`src/pkg/pcfgs_pkg.sv`:
```
// package for the configuration header status slice: offsets, fields, reset values, carriers
package pcfgs_pkg;

  // doubleword byte addresses of the configuration header
  localparam logic [7:0] CMD_STATUS_DW = 8'h04;
  localparam logic [7:0] REV_CLASS_DW = 8'h08;
  localparam logic [7:0] LINE_LAT_DW = 8'h0C;

  // byte offsets as printed, for reference in lane decode
  localparam logic [7:0] SILICON_REVISION_OFS = 8'h08;
  localparam logic [7:0] DEVICE_CLASS_CODE_OFS = 8'h09;
  localparam logic [7:0] CACHE_LINE_LENGTH_OFS = 8'h0C;
  localparam logic [7:0] INITIATOR_LATENCY_LIMIT_OFS = 8'h0D;

  // status bit positions
  localparam int PARITY_SEEN_BIT = 15;
  localparam int SYSTEM_FAULT_SENT_BIT = 14;
  localparam int INITIATOR_ABORT_BIT = 13;
  localparam int TARGET_ABORT_GOT_BIT = 12;
  localparam int TARGET_ABORT_SENT_BIT = 11;
  localparam int SELECT_TIMING_LSB = 9;
  localparam int MASTER_DATA_PARITY_BIT = 8;
  localparam int BACK_TO_BACK_BIT = 7;
  localparam int USER_FEATURE_BIT = 6;
  localparam int DOUBLE_RATE_BIT = 5;
  localparam int CAPABILITY_CHAIN_BIT = 4;

  // command bit positions referenced by the status logic
  localparam int SYSTEM_FAULT_ENABLE_BIT = 8;
  localparam int PARITY_RESPONSE_BIT = 6;

  // hardwired field values
  localparam logic [1:0] SELECT_TIMING_MEDIUM = 2'h1;
  localparam logic back_to_back_capable = 1'b0;
  localparam logic user_feature_support = 1'b0;
  localparam logic double_rate_capable = 1'b0;
  localparam logic capability_chain_present = 1'b1;
  localparam logic [23:0] CLASS_CODE_VALUE = 24'h060700;

  // reset values
  localparam logic [7:0] CACHE_LINE_RESET = 8'h00;
  localparam logic [7:0] LATENCY_LIMIT_RESET = 8'h00;
  localparam logic [4:0] FLAGS_RESET = 5'h00;
  localparam logic FLAG_RESET = 1'b0;

  // number of functions sharing the bus interface
  localparam int NUM_FUNCS = 2;

  // configuration access from the target interface
  typedef struct packed {
    logic valid;
    logic write;
    logic func;
    logic [7:0] addr;
    logic [3:0] byte_en;
    logic [31:0] wdata;
  } pcfgs_cfg_req_t;

  // bus events observed by the interface logic, for one function
  typedef struct packed {
    logic parity_error;
    logic serr_signalled;
    logic master_abort;
    logic target_abort_rcvd;
    logic target_abort_sent;
    logic perr_while_master;
  } pcfgs_events_t;

  // initiator view of the bus for one function
  typedef struct packed {
    logic frame_start;
    logic active;
    logic gnt;
  } pcfgs_init_t;

endpackage : pcfgs_pkg

```
`src/core/pcfgs_latency.sv`:
```
// per-function initiator latency counter with expiry and early termination request
`timescale 1ns/10ps
`default_nettype none

module pcfgs_latency #(
  parameter int CNT_W = 8
) (
  input wire logic sys_clk_in, // bus clock
  input wire logic rst_n_in, // synchronous reset, active low
  input wire logic [CNT_W-1:0] limit_in, // programmed latency limit
  input wire pcfgs_pkg::pcfgs_init_t init_in, // initiator status
  output logic expired_out, // limit reached during this tenure
  output logic end_now_out // end the transaction now
);

  typedef struct packed {
    logic [CNT_W-1:0] count;
    logic expired;
  } pcfgs_lat_state_t;

  pcfgs_lat_state_t state;
  pcfgs_lat_state_t next_state;

  // counter restarts at zero on each frame start and advances every clock while active until the limit is reached, then holds
  always_comb begin
    next_state = state;
    if (init_in.frame_start) begin
      next_state.count = '0;
      next_state.expired = (limit_in == '0);
    end else if (init_in.active) begin
      if (!state.expired) begin
        next_state.count = state.count + CNT_W'(1);
        if (state.count + CNT_W'(1) >= limit_in) begin
          next_state.expired = 1'b1;
        end
      end
    end else begin
      next_state.expired = 1'b0;
    end
  end

  always_ff @(posedge sys_clk_in) begin
    if (!rst_n_in) begin
      state <= '0;
    end else begin
      state <= next_state;
    end
  end

  assign expired_out = state.expired;
  // give up the bus only once the grant has gone; a kept grant lets the burst continue
  assign end_now_out = state.expired && init_in.active && !init_in.gnt;

endmodule : pcfgs_latency

`default_nettype wire

```
`src/core/pcfgs_status_bank.sv`:
```
// configuration header status, revision, class, cache line and latency registers
`timescale 1ns/10ps
`default_nettype none

module pcfgs_status_bank #(
  parameter logic [7:0] SILICON_REVISION = 8'h5A, // value arbitrary
  parameter int CNT_W = 8
) (
  input wire logic sys_clk_in, // bus clock, 10 MHz
  input wire logic rst_n_in, // synchronous reset, active low
  input wire pcfgs_pkg::pcfgs_cfg_req_t cfg_req_in, // configuration access
  output logic [31:0] cfg_rdata_out, // read data, registered
  output logic cfg_ack_out, // access done, one-cycle pulse
  input wire logic [1:0] system_fault_enable_in, // command bit 8 per function
  input wire logic [1:0] parity_response_enable_in, // command bit 6 per function
  input wire pcfgs_pkg::pcfgs_events_t [1:0] events_in, // bus events per function
  input wire logic addr_parity_error_in, // address phase parity error seen
  output logic serr_req_out, // request to drive system error
  input wire pcfgs_pkg::pcfgs_init_t [1:0] init_in, // initiator status per function
  output logic [1:0] latency_expired_out, // latency limit reached per function
  output logic [1:0] initiator_end_out // end own transaction per function
);

  typedef struct packed {
    logic parity_seen_flag;
    logic system_fault_sent_flag;
    logic initiator_abort_flag;
    logic target_abort_got_flag;
    logic target_abort_sent_flag;
    logic master_data_parity_flag;
  } pcfgs_flags_t;

  typedef struct packed {
    pcfgs_flags_t [1:0] flags;
    logic [1:0][7:0] cache_line_length;
    logic [1:0][7:0] initiator_latency_limit;
    logic [31:0] rdata;
    logic ack;
  } pcfgs_state_t;

  pcfgs_state_t state;
  pcfgs_state_t next_state;
  logic [1:0] serr_fire;
  logic [1:0] system_fault_output_enable;
  logic [1:0] parity_response_enable;

  // merge a byte into a lane only when its enable is set
  function automatic logic [7:0] lane_merge(input logic [7:0] old_v, input logic [7:0] new_v, input logic en);
    lane_merge = en ? new_v : old_v;
  endfunction : lane_merge

  // sticky flag: a fresh event wins over a write-one clear in the same cycle
  function automatic logic sticky(input logic cur, input logic set_ev, input logic clr);
    sticky = set_ev | (cur & ~clr);
  endfunction : sticky

  // pack the 16-bit status word of one function
  function automatic logic [15:0] status_word(input pcfgs_flags_t f);
    logic [15:0] w;
    w = 16'h0000;
    w[pcfgs_pkg::PARITY_SEEN_BIT] = f.parity_seen_flag;
    w[pcfgs_pkg::SYSTEM_FAULT_SENT_BIT] = f.system_fault_sent_flag;
    w[pcfgs_pkg::INITIATOR_ABORT_BIT] = f.initiator_abort_flag;
    w[pcfgs_pkg::TARGET_ABORT_GOT_BIT] = f.target_abort_got_flag;
    w[pcfgs_pkg::TARGET_ABORT_SENT_BIT] = f.target_abort_sent_flag;
    w[pcfgs_pkg::SELECT_TIMING_LSB +: 2] = pcfgs_pkg::SELECT_TIMING_MEDIUM;
    w[pcfgs_pkg::MASTER_DATA_PARITY_BIT] = f.master_data_parity_flag;
    w[pcfgs_pkg::BACK_TO_BACK_BIT] = pcfgs_pkg::back_to_back_capable;
    w[pcfgs_pkg::USER_FEATURE_BIT] = pcfgs_pkg::user_feature_support;
    w[pcfgs_pkg::DOUBLE_RATE_BIT] = pcfgs_pkg::double_rate_capable;
    w[pcfgs_pkg::CAPABILITY_CHAIN_BIT] = pcfgs_pkg::capability_chain_present;
    status_word = w;
  endfunction : status_word

  assign system_fault_output_enable = system_fault_enable_in;
  assign parity_response_enable = parity_response_enable_in;

  // address parity reaches the system error line only with both enables set per function
  always_comb begin
    for (int i = 0; i < pcfgs_pkg::NUM_FUNCS; i++) begin
      serr_fire[i] = addr_parity_error_in && system_fault_output_enable[i] && parity_response_enable[i];
    end
  end
  assign serr_req_out = |serr_fire;

  // one next-state process for flags, writable bytes and the read path
  always_comb begin
    logic wr;
    logic rd;
    logic fsel;
    logic [15:0] clr;
    next_state = state;
    wr = cfg_req_in.valid && cfg_req_in.write;
    rd = cfg_req_in.valid && !cfg_req_in.write;
    fsel = cfg_req_in.func;
    clr = 16'h0000;
    next_state.ack = cfg_req_in.valid;
    next_state.rdata = state.rdata;

    // status clear only through the upper half lanes of the command/status doubleword
    for (int i = 0; i < pcfgs_pkg::NUM_FUNCS; i++) begin
      clr = 16'h0000;
      if (wr && fsel == 1'(i) && cfg_req_in.addr == pcfgs_pkg::CMD_STATUS_DW) begin
        clr[7:0] = cfg_req_in.byte_en[2] ? cfg_req_in.wdata[23:16] : 8'h00;
        clr[15:8] = cfg_req_in.byte_en[3] ? cfg_req_in.wdata[31:24] : 8'h00;
      end
      next_state.flags[i].parity_seen_flag = sticky(state.flags[i].parity_seen_flag,
        events_in[i].parity_error, clr[pcfgs_pkg::PARITY_SEEN_BIT]);
      next_state.flags[i].system_fault_sent_flag = sticky(state.flags[i].system_fault_sent_flag,
        system_fault_output_enable[i] && (events_in[i].serr_signalled || serr_fire[i]),
        clr[pcfgs_pkg::SYSTEM_FAULT_SENT_BIT]);
      next_state.flags[i].initiator_abort_flag = sticky(state.flags[i].initiator_abort_flag,
        events_in[i].master_abort, clr[pcfgs_pkg::INITIATOR_ABORT_BIT]);
      next_state.flags[i].target_abort_got_flag = sticky(state.flags[i].target_abort_got_flag,
        events_in[i].target_abort_rcvd, clr[pcfgs_pkg::TARGET_ABORT_GOT_BIT]);
      next_state.flags[i].target_abort_sent_flag = sticky(state.flags[i].target_abort_sent_flag,
        events_in[i].target_abort_sent, clr[pcfgs_pkg::TARGET_ABORT_SENT_BIT]);
      next_state.flags[i].master_data_parity_flag = sticky(state.flags[i].master_data_parity_flag,
        events_in[i].perr_while_master && parity_response_enable[i],
        clr[pcfgs_pkg::MASTER_DATA_PARITY_BIT]);
    end

    // cache line and latency bytes: only lanes 0 and 1 of doubleword 0Ch are writable
    if (wr && cfg_req_in.addr == pcfgs_pkg::LINE_LAT_DW) begin
      next_state.cache_line_length[fsel] = lane_merge(state.cache_line_length[fsel],
        cfg_req_in.wdata[7:0], cfg_req_in.byte_en[0]);
      next_state.initiator_latency_limit[fsel] = lane_merge(state.initiator_latency_limit[fsel],
        cfg_req_in.wdata[15:8], cfg_req_in.byte_en[1]);
    end

    // read path; unmapped doublewords read zero, command half is not held here
    if (rd) begin
      case (cfg_req_in.addr)
        pcfgs_pkg::CMD_STATUS_DW: next_state.rdata = {status_word(state.flags[fsel]), 16'h0000};
        pcfgs_pkg::REV_CLASS_DW: next_state.rdata = {pcfgs_pkg::CLASS_CODE_VALUE, SILICON_REVISION};
        pcfgs_pkg::LINE_LAT_DW: next_state.rdata = {16'h0000, state.initiator_latency_limit[fsel],
          state.cache_line_length[fsel]};
        default: next_state.rdata = 32'h0000_0000;
      endcase
    end
  end

  always_ff @(posedge sys_clk_in) begin
    if (!rst_n_in) begin
      state <= '0;
      state.cache_line_length <= {pcfgs_pkg::CACHE_LINE_RESET, pcfgs_pkg::CACHE_LINE_RESET};
      state.initiator_latency_limit <= {pcfgs_pkg::LATENCY_LIMIT_RESET, pcfgs_pkg::LATENCY_LIMIT_RESET};
    end else begin
      state <= next_state;
    end
  end

  assign cfg_rdata_out = state.rdata;
  assign cfg_ack_out = state.ack;

  // independent counters so the platform can weigh each function's bus share
  for (genvar g = 0; g < 2; g++) begin : g_lat
    pcfgs_latency #(
      .CNT_W(CNT_W)
    ) u_lat (
      .sys_clk_in(sys_clk_in),
      .rst_n_in(rst_n_in),
      .limit_in(CNT_W'(state.initiator_latency_limit[g])),
      .init_in(init_in[g]),
      .expired_out(latency_expired_out[g]),
      .end_now_out(initiator_end_out[g])
    );
  end

endmodule : pcfgs_status_bank

`default_nettype wire

```
`config.mk`:
```
export PLATFORM = sky130hd
export DESIGN_NAME = pcfgs_status_bank
export DESIGN_NICKNAME = d
export VERILOG_FILES = /design/src/pkg/pcfgs_pkg.sv /design/src/core/pcfgs_latency.sv /design/src/core/pcfgs_status_bank.sv
export SDC_FILE = /design/constraint.sdc
export NUM_CORES = 1
export LEC_CHECK = 0
export ABC_AREA = 0
export BUFFER_PORTS_ARGS = -buffer_cell sky130_fd_sc_hd__buf_4
export CAP_MARGIN = 15
export CORE_MARGIN = 8
export CORE_UTILIZATION = 49
export DETAILED_ROUTE_END_ITERATION = 16
export PLACE_DENSITY = 0.81
export SETUP_SLACK_MARGIN = 0.02
export SLEW_MARGIN = 40
export SYNTH_ARGS = -nofsm -noshare
export SYNTH_HDL_FRONTEND = slang
export SYNTH_SLANG_ARGS = --single-unit
```
`constraint.sdc`:
```
create_clock -name sys_clk_in -period 2.2 [get_ports sys_clk_in]
set_clock_uncertainty 0.15 [all_clocks]
set_input_delay 0 -clock sys_clk_in [delete_from_list [all_inputs] [get_ports sys_clk_in]]
set_output_delay 0 -clock sys_clk_in [all_outputs]
set_load 0.02 [all_outputs]
```
Yosys cells after proc, flatten, opt, wreduce, memory -nomap -nowiden
Index checks and enable logic that the tools add are counted.
{"block": "op_classes", "addsub": 2, "mul": 0, "div": 0, "magnitude_cmp": 4, "n_eq_ne": 3, "n_shift": 0, "mux": 25, "n_bitwise": 40, "reduce_logical": 32}
{"operator": "32-bit case mux with 3 select lines", "n": 1}
{"operator": "8-bit two-way mux", "n": 9}
{"operator": "16-bit bitwise mux", "n": 2}
{"operator": "16-bit two-way mux", "n": 2}
{"operator": "1-bit logical AND", "n": 20}
{"operator": "9-bit two-way mux", "n": 2}
{"operator": "8-bit by 1-bit adder with 8-bit output (second input constant)", "n": 2}
{"operator": "8-bit by 4-bit == test with 1-bit output (second input constant)", "n": 2}
{"operator": "8-bit >= comparator", "n": 2}
{"operator": "8-bit zero test", "n": 2}
{"operator": "1-bit NOT", "n": 16}
{"operator": "1-bit AND", "n": 12}
{"operator": "6-bit two-way mux", "n": 2}
{"operator": "1-bit bitwise OR", "n": 12}
{"operator": "8-bit demux with 1-bit select", "n": 1}
{"operator": "8-bit by 3-bit == test with 1-bit output (second input constant)", "n": 1}
{"operator": "1-bit two-way mux", "n": 6}
{"operator": "2-bit OR reduction", "n": 3}
{"operator": "2-bit AND reduction", "n": 2}
{"operator": "1-bit zero test", "n": 3}
{"operator": "1-bit logical OR", "n": 2}
{"operator": "1-bit by 2-bit < comparator with 1-bit output (second input constant)", "n": 1}
{"operator": "1-bit >= comparator (second input constant)", "n": 1}
{"block": "totals", "ff_bits": 95, "latchBits": 0, "ram_bits": 0, "romBits": 0, "input_bits": 72, "out_inout_bits": 38, "wordCells": 128, "mem_count": 0}

Logic depth before layout (Yosys ltp)
Gate-level depths: netlist of the first run.
{"block": "depth", "ltp_word": 7, "depth_mapped": 9, "ltp_nobuf": 9}

Hierarchy
A second synthesis of the first run with hierarchy kept.
{"block": "unflattened", "cells_unflattened": 553, "area_unflattened_um2": 4858.4}
{"mod": "pcfgs_status_bank", "n_inst": 1, "cells_each": 385, "area_each_um2": 3472.1, "seq_area_each_um2": 1401.3}
{"mod": "pcfgs_latency", "n_inst": 2, "cells_each": 84, "area_each_um2": 693.2, "seq_area_each_um2": 180.2}

Least setup slack after synthesis of the first run
Ideal clock, no wire load.
{"block": "synth_path", "path_type": "register to register", "from": "register g_lat[1].u_lat.state[3] in the netlist's numbering", "to": "register g_lat[1].u_lat.state (netlist bit g_lat[1].u_lat.expired_out)", "setup_ns": 0.115, "t_arrival_ns": 1.870, "t_required_ns": 1.935, "slack_ns": 0.065, "stages_incl_launch_ff": 9, "synth_period_minus_slack_ns": 2.135, "cell_sequence": "dfxtp_1 nand3_1 nor3_1 xor2_1 ha_1 a211o_1 a31oi_1 o21ai_0 o21a_1"}
{"block": "synth_between", "elab_chain_cells": 6}
{"item": "start: declaration", "line": "pcfgs_latency.sv:21", "source": "pcfgs_lat_state_t state;"}
{"item": "start signal: assignment", "line": "pcfgs_latency.sv:46", "source": "state <= next_state;"}
{"item": "8-bit by 1-bit adder with 8-bit output", "line": "pcfgs_latency.sv:33", "source": "if (state.count + CNT_W'(1) >= limit_in) begin"}
{"item": "8-bit >= comparator", "line": "pcfgs_latency.sv:33"}
{"item": "1-bit two-way mux", "line": "pcfgs_latency.sv:33"}
{"item": "9-bit two-way mux", "line": "pcfgs_latency.sv:31", "source": "if (!state.expired) begin"}
{"item": "1-bit two-way mux", "line": "pcfgs_latency.sv:30", "source": "end else if (init_in.active) begin"}
{"item": "1-bit two-way mux", "line": "pcfgs_latency.sv:27", "source": "if (init_in.frame_start) begin"}
No other way between the ends.
A chain may end at the register's enable or synchronous reset.

Worst setup path after layout of the first run
{"block": "layout_path", "from": "input cfg_req_in[45] in the netlist's numbering", "to": "register state[72] in the netlist's numbering"}
{"block": "layout_between", "elab_chain_cells": 7}
{"item": "start: declaration", "line": "pcfgs_status_bank.sv:11", "source": "input wire pcfgs_pkg::pcfgs_cfg_req_t cfg_req_in,"}
{"item": "1-bit logical AND", "line": "pcfgs_status_bank.sv:93", "source": "wr = cfg_req_in.valid && cfg_req_in.write;"}
{"item": "1-bit logical AND (2 in a row)", "line": "pcfgs_status_bank.sv:103", "source": "if (wr && fsel == 1'(i) && cfg_req_in.addr == pcfgs_pkg::CMD_STATUS_DW) begin"}
{"item": "16-bit two-way mux", "line": "pcfgs_status_bank.sv:103"}
{"item": "1-bit NOT", "line": "pcfgs_status_bank.sv:54", "source": "sticky = set_ev | (cur & ~clr);"}
{"item": "1-bit AND", "line": "pcfgs_status_bank.sv:54"}
{"item": "1-bit bitwise OR", "line": "pcfgs_status_bank.sv:54"}
{"item": "end signal: assignment", "line": "pcfgs_status_bank.sv:149", "source": "state <= next_state;"}
{"item": "end: declaration", "line": "pcfgs_status_bank.sv:41", "source": "pcfgs_state_t state;"}
No other way between the ends.

==> results of run 1 <==
-- registers in the layout, indices dropped and copies added, names as in the netlist --
register / count
g_lat.u_lat.expired_out: 2
cfg_rdata_out: 25
g_lat.u_lat.state: 16
state: 44
cfg_ack_out: 1
-- power by group through the flow --
stage	Sequential (mW)	Combinational, mW	Clock [mW]
after floorplan	1.67	0.205	0
after global placement	1.67	0.321	0
after detailed placement	1.67	0.330	0
after CTS	1.64	0.454	1.10
after global routing	1.64	0.508	1.19
final	1.64	0.476	1.10
-- layer usage --
layer / GRT usage / up-vias
met5: 0 / -
li1: - / 2165
met3: 0.0504 / 33
met2: 0.366 / 167
met4: 0.0972 / 0
met1: 0.234 / 2129
-- final timing paths --
check	slack, ns	cells after the start	startpoint	end
worst max-delay path	0.04	7	cfg_req_in[45]	state[72]$_SDFF_PN0_
worst min-delay path	0.01	3	rst_n_in	cfg_rdata_out[31]$_SDFFE_PN0P_
worst max register to register	0.10	8	g_lat[1].u_lat.state[1]$_SDFFE_PP0P_	g_lat[1].u_lat.expired_out$_SDFF_PN0_
worst min register to register	0.31	2	state[63]$_SDFFE_PN0P_	state[63]$_SDFFE_PN0P_
-- through the flow --
stage	cell area, um^2	utilization
5_1_grt	6470	0.672
2_1_floorplan	4830	-
4_1_cts	6370	0.661
3_3_place_gp	5290	0.549
3_5_place_dp	5290	0.549
6_report	6470	0.672
-- cell type report --
cell class,instances,area [um^2],area share
multi-input cells,398,2580,0.398
flip-flops and latches,88,1790,0.276
repair buffers,195,1690,0.261
well taps,133,166,0.0257
clock buffers,11,151,0.0234
inverters,17,63.8,0.00986
clock inverters,5,38.8,0.00599
-- cell families after synthesis --
| kind of cell | synth area share |
|---|---|
| other cells | 0.000779 |
| compound gates | 0.109 |
| simple gates | 0.202 |
| mux | 0.117 |
| fa+ha+maj | 0.0468 |
| flops | 0.366 |
| buf+inv | 0.116 |
| xor+xnor | 0.0418 |
-- what timing repair did --
action                                  CTS  global route
gates resized for setup                   2            31
hold buffers                             88             0
hold endpoints to repair                 75             0
endpoints found under the setup margin    2             9
pin swaps                                 0             6
setup buffers                             0             3
-- cell usage in the layout (no fill, tap or decap), types with 7 or more instances in the layout --
master	Yosys	layout
buf_4	38	106
nand2_1	99	96
dlygate4sd3_1	0	87
dfxtp_1	88	77
mux2i_1	52	52
o21ai_0	51	51
nor2_1	29	28
inv_1	17	17
ha_1	18	17
and2_1	16	16
a21oi_1	14	14
xnor2_1	12	12
xor2_1	11	11
clkbuf_8	5	11
nand2b_1	9	9
nor3_1	12	8
a31oi_1	7	7
nor4_1	7	7
dfxtp_2	0	7
-- worst register-to-register path: cells and delay by family (launching register included) --
| kind | cells | cell delay [ns] |
|---|---|---|
| XOR/XNOR | 1 | 0.18 |
| AND/OR/NAND/NOR | 2 | 0.30 |
| AO/OA/AOI/OAI | 4 | 0.73 |
| adder cells (fa/ha/maj) | 1 | 0.28 |
| flip-flops | 1 | 0.38 |
==> flow_summary_export.csv, run 1 <==
group,metric,value,unit
run_status,outcome,"finished clean",
worst_setup_path,cp_slowest_cell,"dlygate4sd3_1",
clock_tree,cts_buffers,9,
yosys,yosysMostFrequentCell,"nand2_1",
power_and_ir_drop,p_total,3.22,mW
clock_tree,clk_latency,0.38,ns
final_layout,fillers,744,
place,post-place-cells,740,
sta,fin_crit_sh,0.983,
clock_tree,clk_pin_slew,0.10,ns
place,hpwl,8.51,mm
floorplan,ios,110,
hold_path,hp-class,"in -> reg",
power_and_ir_drop,intPower,2.35,mW
worst_setup_path,cp_common_cell,"dlygate4sd3_1",
global_route,grt_max_degree,47,
yosys,synth_seq_area_share,0.366,
worst_setup_path,crit_chain,"dlygate4sd3_1 -> buf_4 -> nand3_4 -> nor3_2 -> dlygate4sd3_1 -> a21oi_1 -> dlygate4sd3_1",
worst_setup_path,crit_buf_inv,4,
power_and_ir_drop,p_clk_frac,0.343,
worst_setup_path,critical_path.top_delay_family,"buffers and inverters",
route,drt_iter0_drc,307,
route,highest_layer,"met4",
clock_tree,root_buffer,"clkbuf_8",
worst_setup_path,crit_path_max_fanout,6,
floorplan,core_area,9640,um^2
global_route,grt-ovfl-total,0,
global_route,grt_pass1_vias,4549,
yosys,synth_ff_type,"dfxtp_1",
yosys,yosys-top-cells-count,"nand2_1 (99), dfxtp_1 (88), mux2i_1 (52), o21ai_0 (51), buf_4 (38)",
power_and_ir_drop,p_leak,2.68,nW
global_route,grt_pass1_wl,22.0,mm
route,wl_met1,5.49,mm
final_layout,instances_no_fill,847,
yosys,ys_warn_count,0,
route,drc,0,
worst_setup_path,slowest_delay,0.61,ns
job,max-cap-violations,0,
yosys,synth_area_per_cell,8.54,um^2
sta,timing.hold.ws,0.0137,ns
yosys,synth_top_area_frac,0.366,
worst_setup_path,cp-end-kind,"flop",
power_and_ir_drop,power_density,497,nW/um^2
clock_tree,cts_buffer_depth,2,
global_route,antenna_found_initial,0,
sta,setup_tns,0,ns
floorplan,die_h,115,um
route,wl_met3,777,um
place,place_ws,0.000579,ns
floorplan,initial_core_util,0.500,
sta,final-max-slew-violation-count,0,
sta,worst_pin_slew,0.573,ns
worst_setup_path,path_class,"in -> reg",
yosys,synthTopCellsByArea,"dfxtp_1 (37%), mux2i_1 (11%), nand2_1 (7.7%), buf_4 (5.9%), o21ai_0 (5.3%)",
sta,final.min_clock_period,2.16,ns
route,detail-route-antenna-nets,0,
place,portBuffers,94,
yosys,async_reset_ff_frac,0,
route,num_vias,4494,
place,gp_congestion,0.831,
final_layout,n_antenna_cell,0,
final_layout,drive_above_1_share,0.227,
yosys,syn_area,4820,um^2
yosys,netlist.top_cell.by_area,"dfxtp_1",
power_and_ir_drop,p_comb_frac,0.148,
route,postRouteWirelength,13.8,mm
global_route,grtUsageTotal,0.209,
floorplan,die_x,115,um
clock_tree,clock_sinks,88,
yosys,yosys.cell_types.count,47,
sta,hold_viol_final,0,
final_layout,area_growth,34.5,%
sta,grt_setup_unrepaired,"true",
final_layout,num-nets-final,799,
sta,fmax,463,MHz
power_and_ir_drop,peakVddDrop,0.354,mV
sta,finalSetupViolCount,0,
worst_setup_path,worstPathArrival,2.29,ns
sta,setup_ws,0.0382,ns
worst_setup_path,cp-start-kind,"input pin",
yosys,synth_edf_count,0,
yosys,synth-seq-cells,88,
yosys,syn_inst,564,
power_and_ir_drop,swShare,0.269,
sta,relSlewSlack,0.617,
route,vias_per_cell,5.31,
clock_tree,cts.htree.levels,3,
route,wl_per_cell,16.3,um
route,first_pass_iters,7,
floorplan,die_area,13300,um^2
worst_setup_path,cp_data_required_time,2.33,ns
power_and_ir_drop,seqPwrFrac,0.509,
floorplan,row_count,36,
clock_tree,cts_tree,"done",
power_and_ir_drop,switching_power,0.864,mW
route,route.met2.wl,7.10,mm
Power figures use the tool's default switching activity.
==> inputs of run 2 (changes only) <==
--- a/config.mk
+++ b/config.mk
@@ -12,6 +12,7 @@
 export CORE_UTILIZATION = 49
 export DETAILED_ROUTE_END_ITERATION = 16
 export PLACE_DENSITY = 0.81
+export RECOVER_POWER = 25
 export SETUP_SLACK_MARGIN = 0.02
 export SLEW_MARGIN = 40
 export SYNTH_ARGS = -nofsm -noshare
==> flow_summary_export.csv, run 2 (same netlist as run 1, synthesis figures left out) <==
group,metric,value,unit
global_route,grt_pass1_vias,4549,
worst_setup_path,path_class,"in -> reg",
run_status,outcome,"finished clean",
final_layout,largest_reg_flops,44,
final_layout,n_antenna_cell,0,
worst_setup_path,worstPathArrival,2.30,ns
route,first_pass_iters,4,
worst_setup_path,cp-end-kind,"flop",
final_layout,instances_no_fill,847,
sta,finalSetupViolCount,0,
sta,grt_setup_unrepaired,"true",
final_layout,seqCellArea,1790,um^2
clock_tree,root_buffer,"clkbuf_8",
global_route,grt_pass1_wl,22.0,mm
floorplan,ios,110,
hold_path,hp-class,"in -> reg",
worst_setup_path,crit_chain,"dlygate4sd3_1 -> buf_4 -> nand3_4 -> nor3_2 -> dlygate4sd3_1 -> a21oi_1 -> dlygate4sd3_1",
route,vias_per_cell,5.33,
place,post-place-cells,740,
sta,setup_tns,0,ns
sta,final.min_clock_period,2.17,ns
route,drc,0,
global_route,antenna_found_initial,0,
power_and_ir_drop,p_total,3.21,mW
worst_setup_path,cp_common_cell,"dlygate4sd3_1",
worst_setup_path,cp_data_required_time,2.32,ns
clock_tree,cts.htree.levels,3,
clock_tree,clock_sinks,88,
final_layout,area_growth,32.1,%
global_route,grt-ovfl-total,0,
clock_tree,clk_pin_slew,0.10,ns
final_layout,num-nets-final,799,
route,wl_per_cell,16.3,um
sta,hold_viol_final,0,
place,gp_congestion,0.831,
worst_setup_path,crit_path_max_fanout,6,
sta,final-max-slew-violation-count,0,
sta,timing.hold.ws,0.0220,ns
route,detail-route-antenna-nets,0,
sta,relSlewSlack,0.611,
worst_setup_path,cp-start-kind,"input pin",
final_layout,top_register,"state",
worst_setup_path,crit_buf_inv,4,
floorplan,row_count,36,
route,postRouteWirelength,13.8,mm
power_and_ir_drop,peakVddDrop,0.354,mV
global_route,grtUsageTotal,0.209,
power_and_ir_drop,p_leak,2.56,nW
global_route,grt_max_degree,47,
final_layout,final_common_cell,"nand2_1",
clock_tree,cts_buffer_depth,2,
power_and_ir_drop,power_density,504,nW/um^2
final_layout,multi_input_area,2580,um^2
final_layout,fillers,775,
final_layout,final_cell_mix,"nand2_1 (96), dlygate4sd3_1 (87), dfxtp_1 (77), buf_4 (76), mux2i_1 (52)",
clock_tree,clk_latency,0.38,ns
worst_setup_path,slowest_delay,0.61,ns
place,hpwl,8.51,mm
job,max-cap-violations,0,
sta,worst_pin_slew,0.582,ns
floorplan,initial_core_util,0.500,
floorplan,core_area,9640,um^2
route,num_vias,4517,
clock_tree,cts_buffers,9,
clock_tree,cts_tree,"done",
final_layout,final_util,0.660,
floorplan,die_x,115,um
sta,fin_crit_sh,0.988,
worst_setup_path,cp_slowest_cell,"dlygate4sd3_1",
floorplan,die_area,13300,um^2
route,drt_iter0_drc,296,
floorplan,die_h,115,um
place,portBuffers,94,
worst_setup_path,critical_path.top_delay_family,"buffers and inverters",
final_layout,drive_above_1_share,0.185,
sta,fmax,460,MHz
-- run 2: cell types whose count changed in the layout (fill, tap and decap cells not counted), sizes merged --
cell / delta
buf: -30
clkbuf: +30
-- run 2: through the flow --
step                setup WS (ns)  area, um^2
finish                     0.0262        6360
global route              0.00184        6360
CTS                        0.0217        6370
detailed placement       0.000579        5290
global placement           0.0899        5290
floorplan                  0.0651        4830
-- run 2: path summary, 6_finish.rpt --
check                                       start  depth (start not counted)  slack (ns)                                    end
min                                      rst_n_in                          3        0.02         cfg_rdata_out[31]$_SDFFE_PN0P_
max                                cfg_req_in[45]                          7        0.03                   state[72]$_SDFF_PN0_
min reg2reg                state[63]$_SDFFE_PN0P_                          2        0.31                 state[63]$_SDFFE_PN0P_
max reg2reg  g_lat[1].u_lat.state[1]$_SDFFE_PP0P_                          8        0.10  g_lat[1].u_lat.expired_out$_SDFF_PN0_
-- run 2: cell type report --
class,count,area share
Clock buffer,11,0.0238
Tap cell,133,0.0262
Multi-Input combinational cell,398,0.405
Timing Repair Buffer,195,0.248
Clock inverter,5,0.00610
Sequential cell,88,0.281
Inverter,17,0.0100
-- run 2: worst register-to-register path: cells and delay by family (launching register included) --
family	cells	cell delay, ns
compound gates	4	0.73
simple gates	2	0.30
flops	1	0.38
xor+xnor	1	0.18
fa+ha+maj	1	0.28
-- run 2: where the power goes --
part | total (mW) | switching (mW) | leakage (nW) | internal [mW]
registers | 1.64 | 0.0205 | 0.721 | 1.62
logic | 0.468 | 0.219 | 1.74 | 0.249
clock network | 1.10 | 0.624 | 0.0959 | 0.479
-- run 2: timing repair --
item	in CTS	in global routing
hold buffers	88	0
pin swaps	0	6
setup endpoints to repair	2	9
resized for setup	2	31
setup buffers	0	3
hold endpoints to repair	75	0
-- run 2: metal layers --
layer  track usage  share of wire  up-vias
met1         0.234           0.40     2140
met5             0              0        -
li1              -              -     2169
met2         0.366           0.51      172
met4        0.0972          0.030        0
met3        0.0504          0.063       36
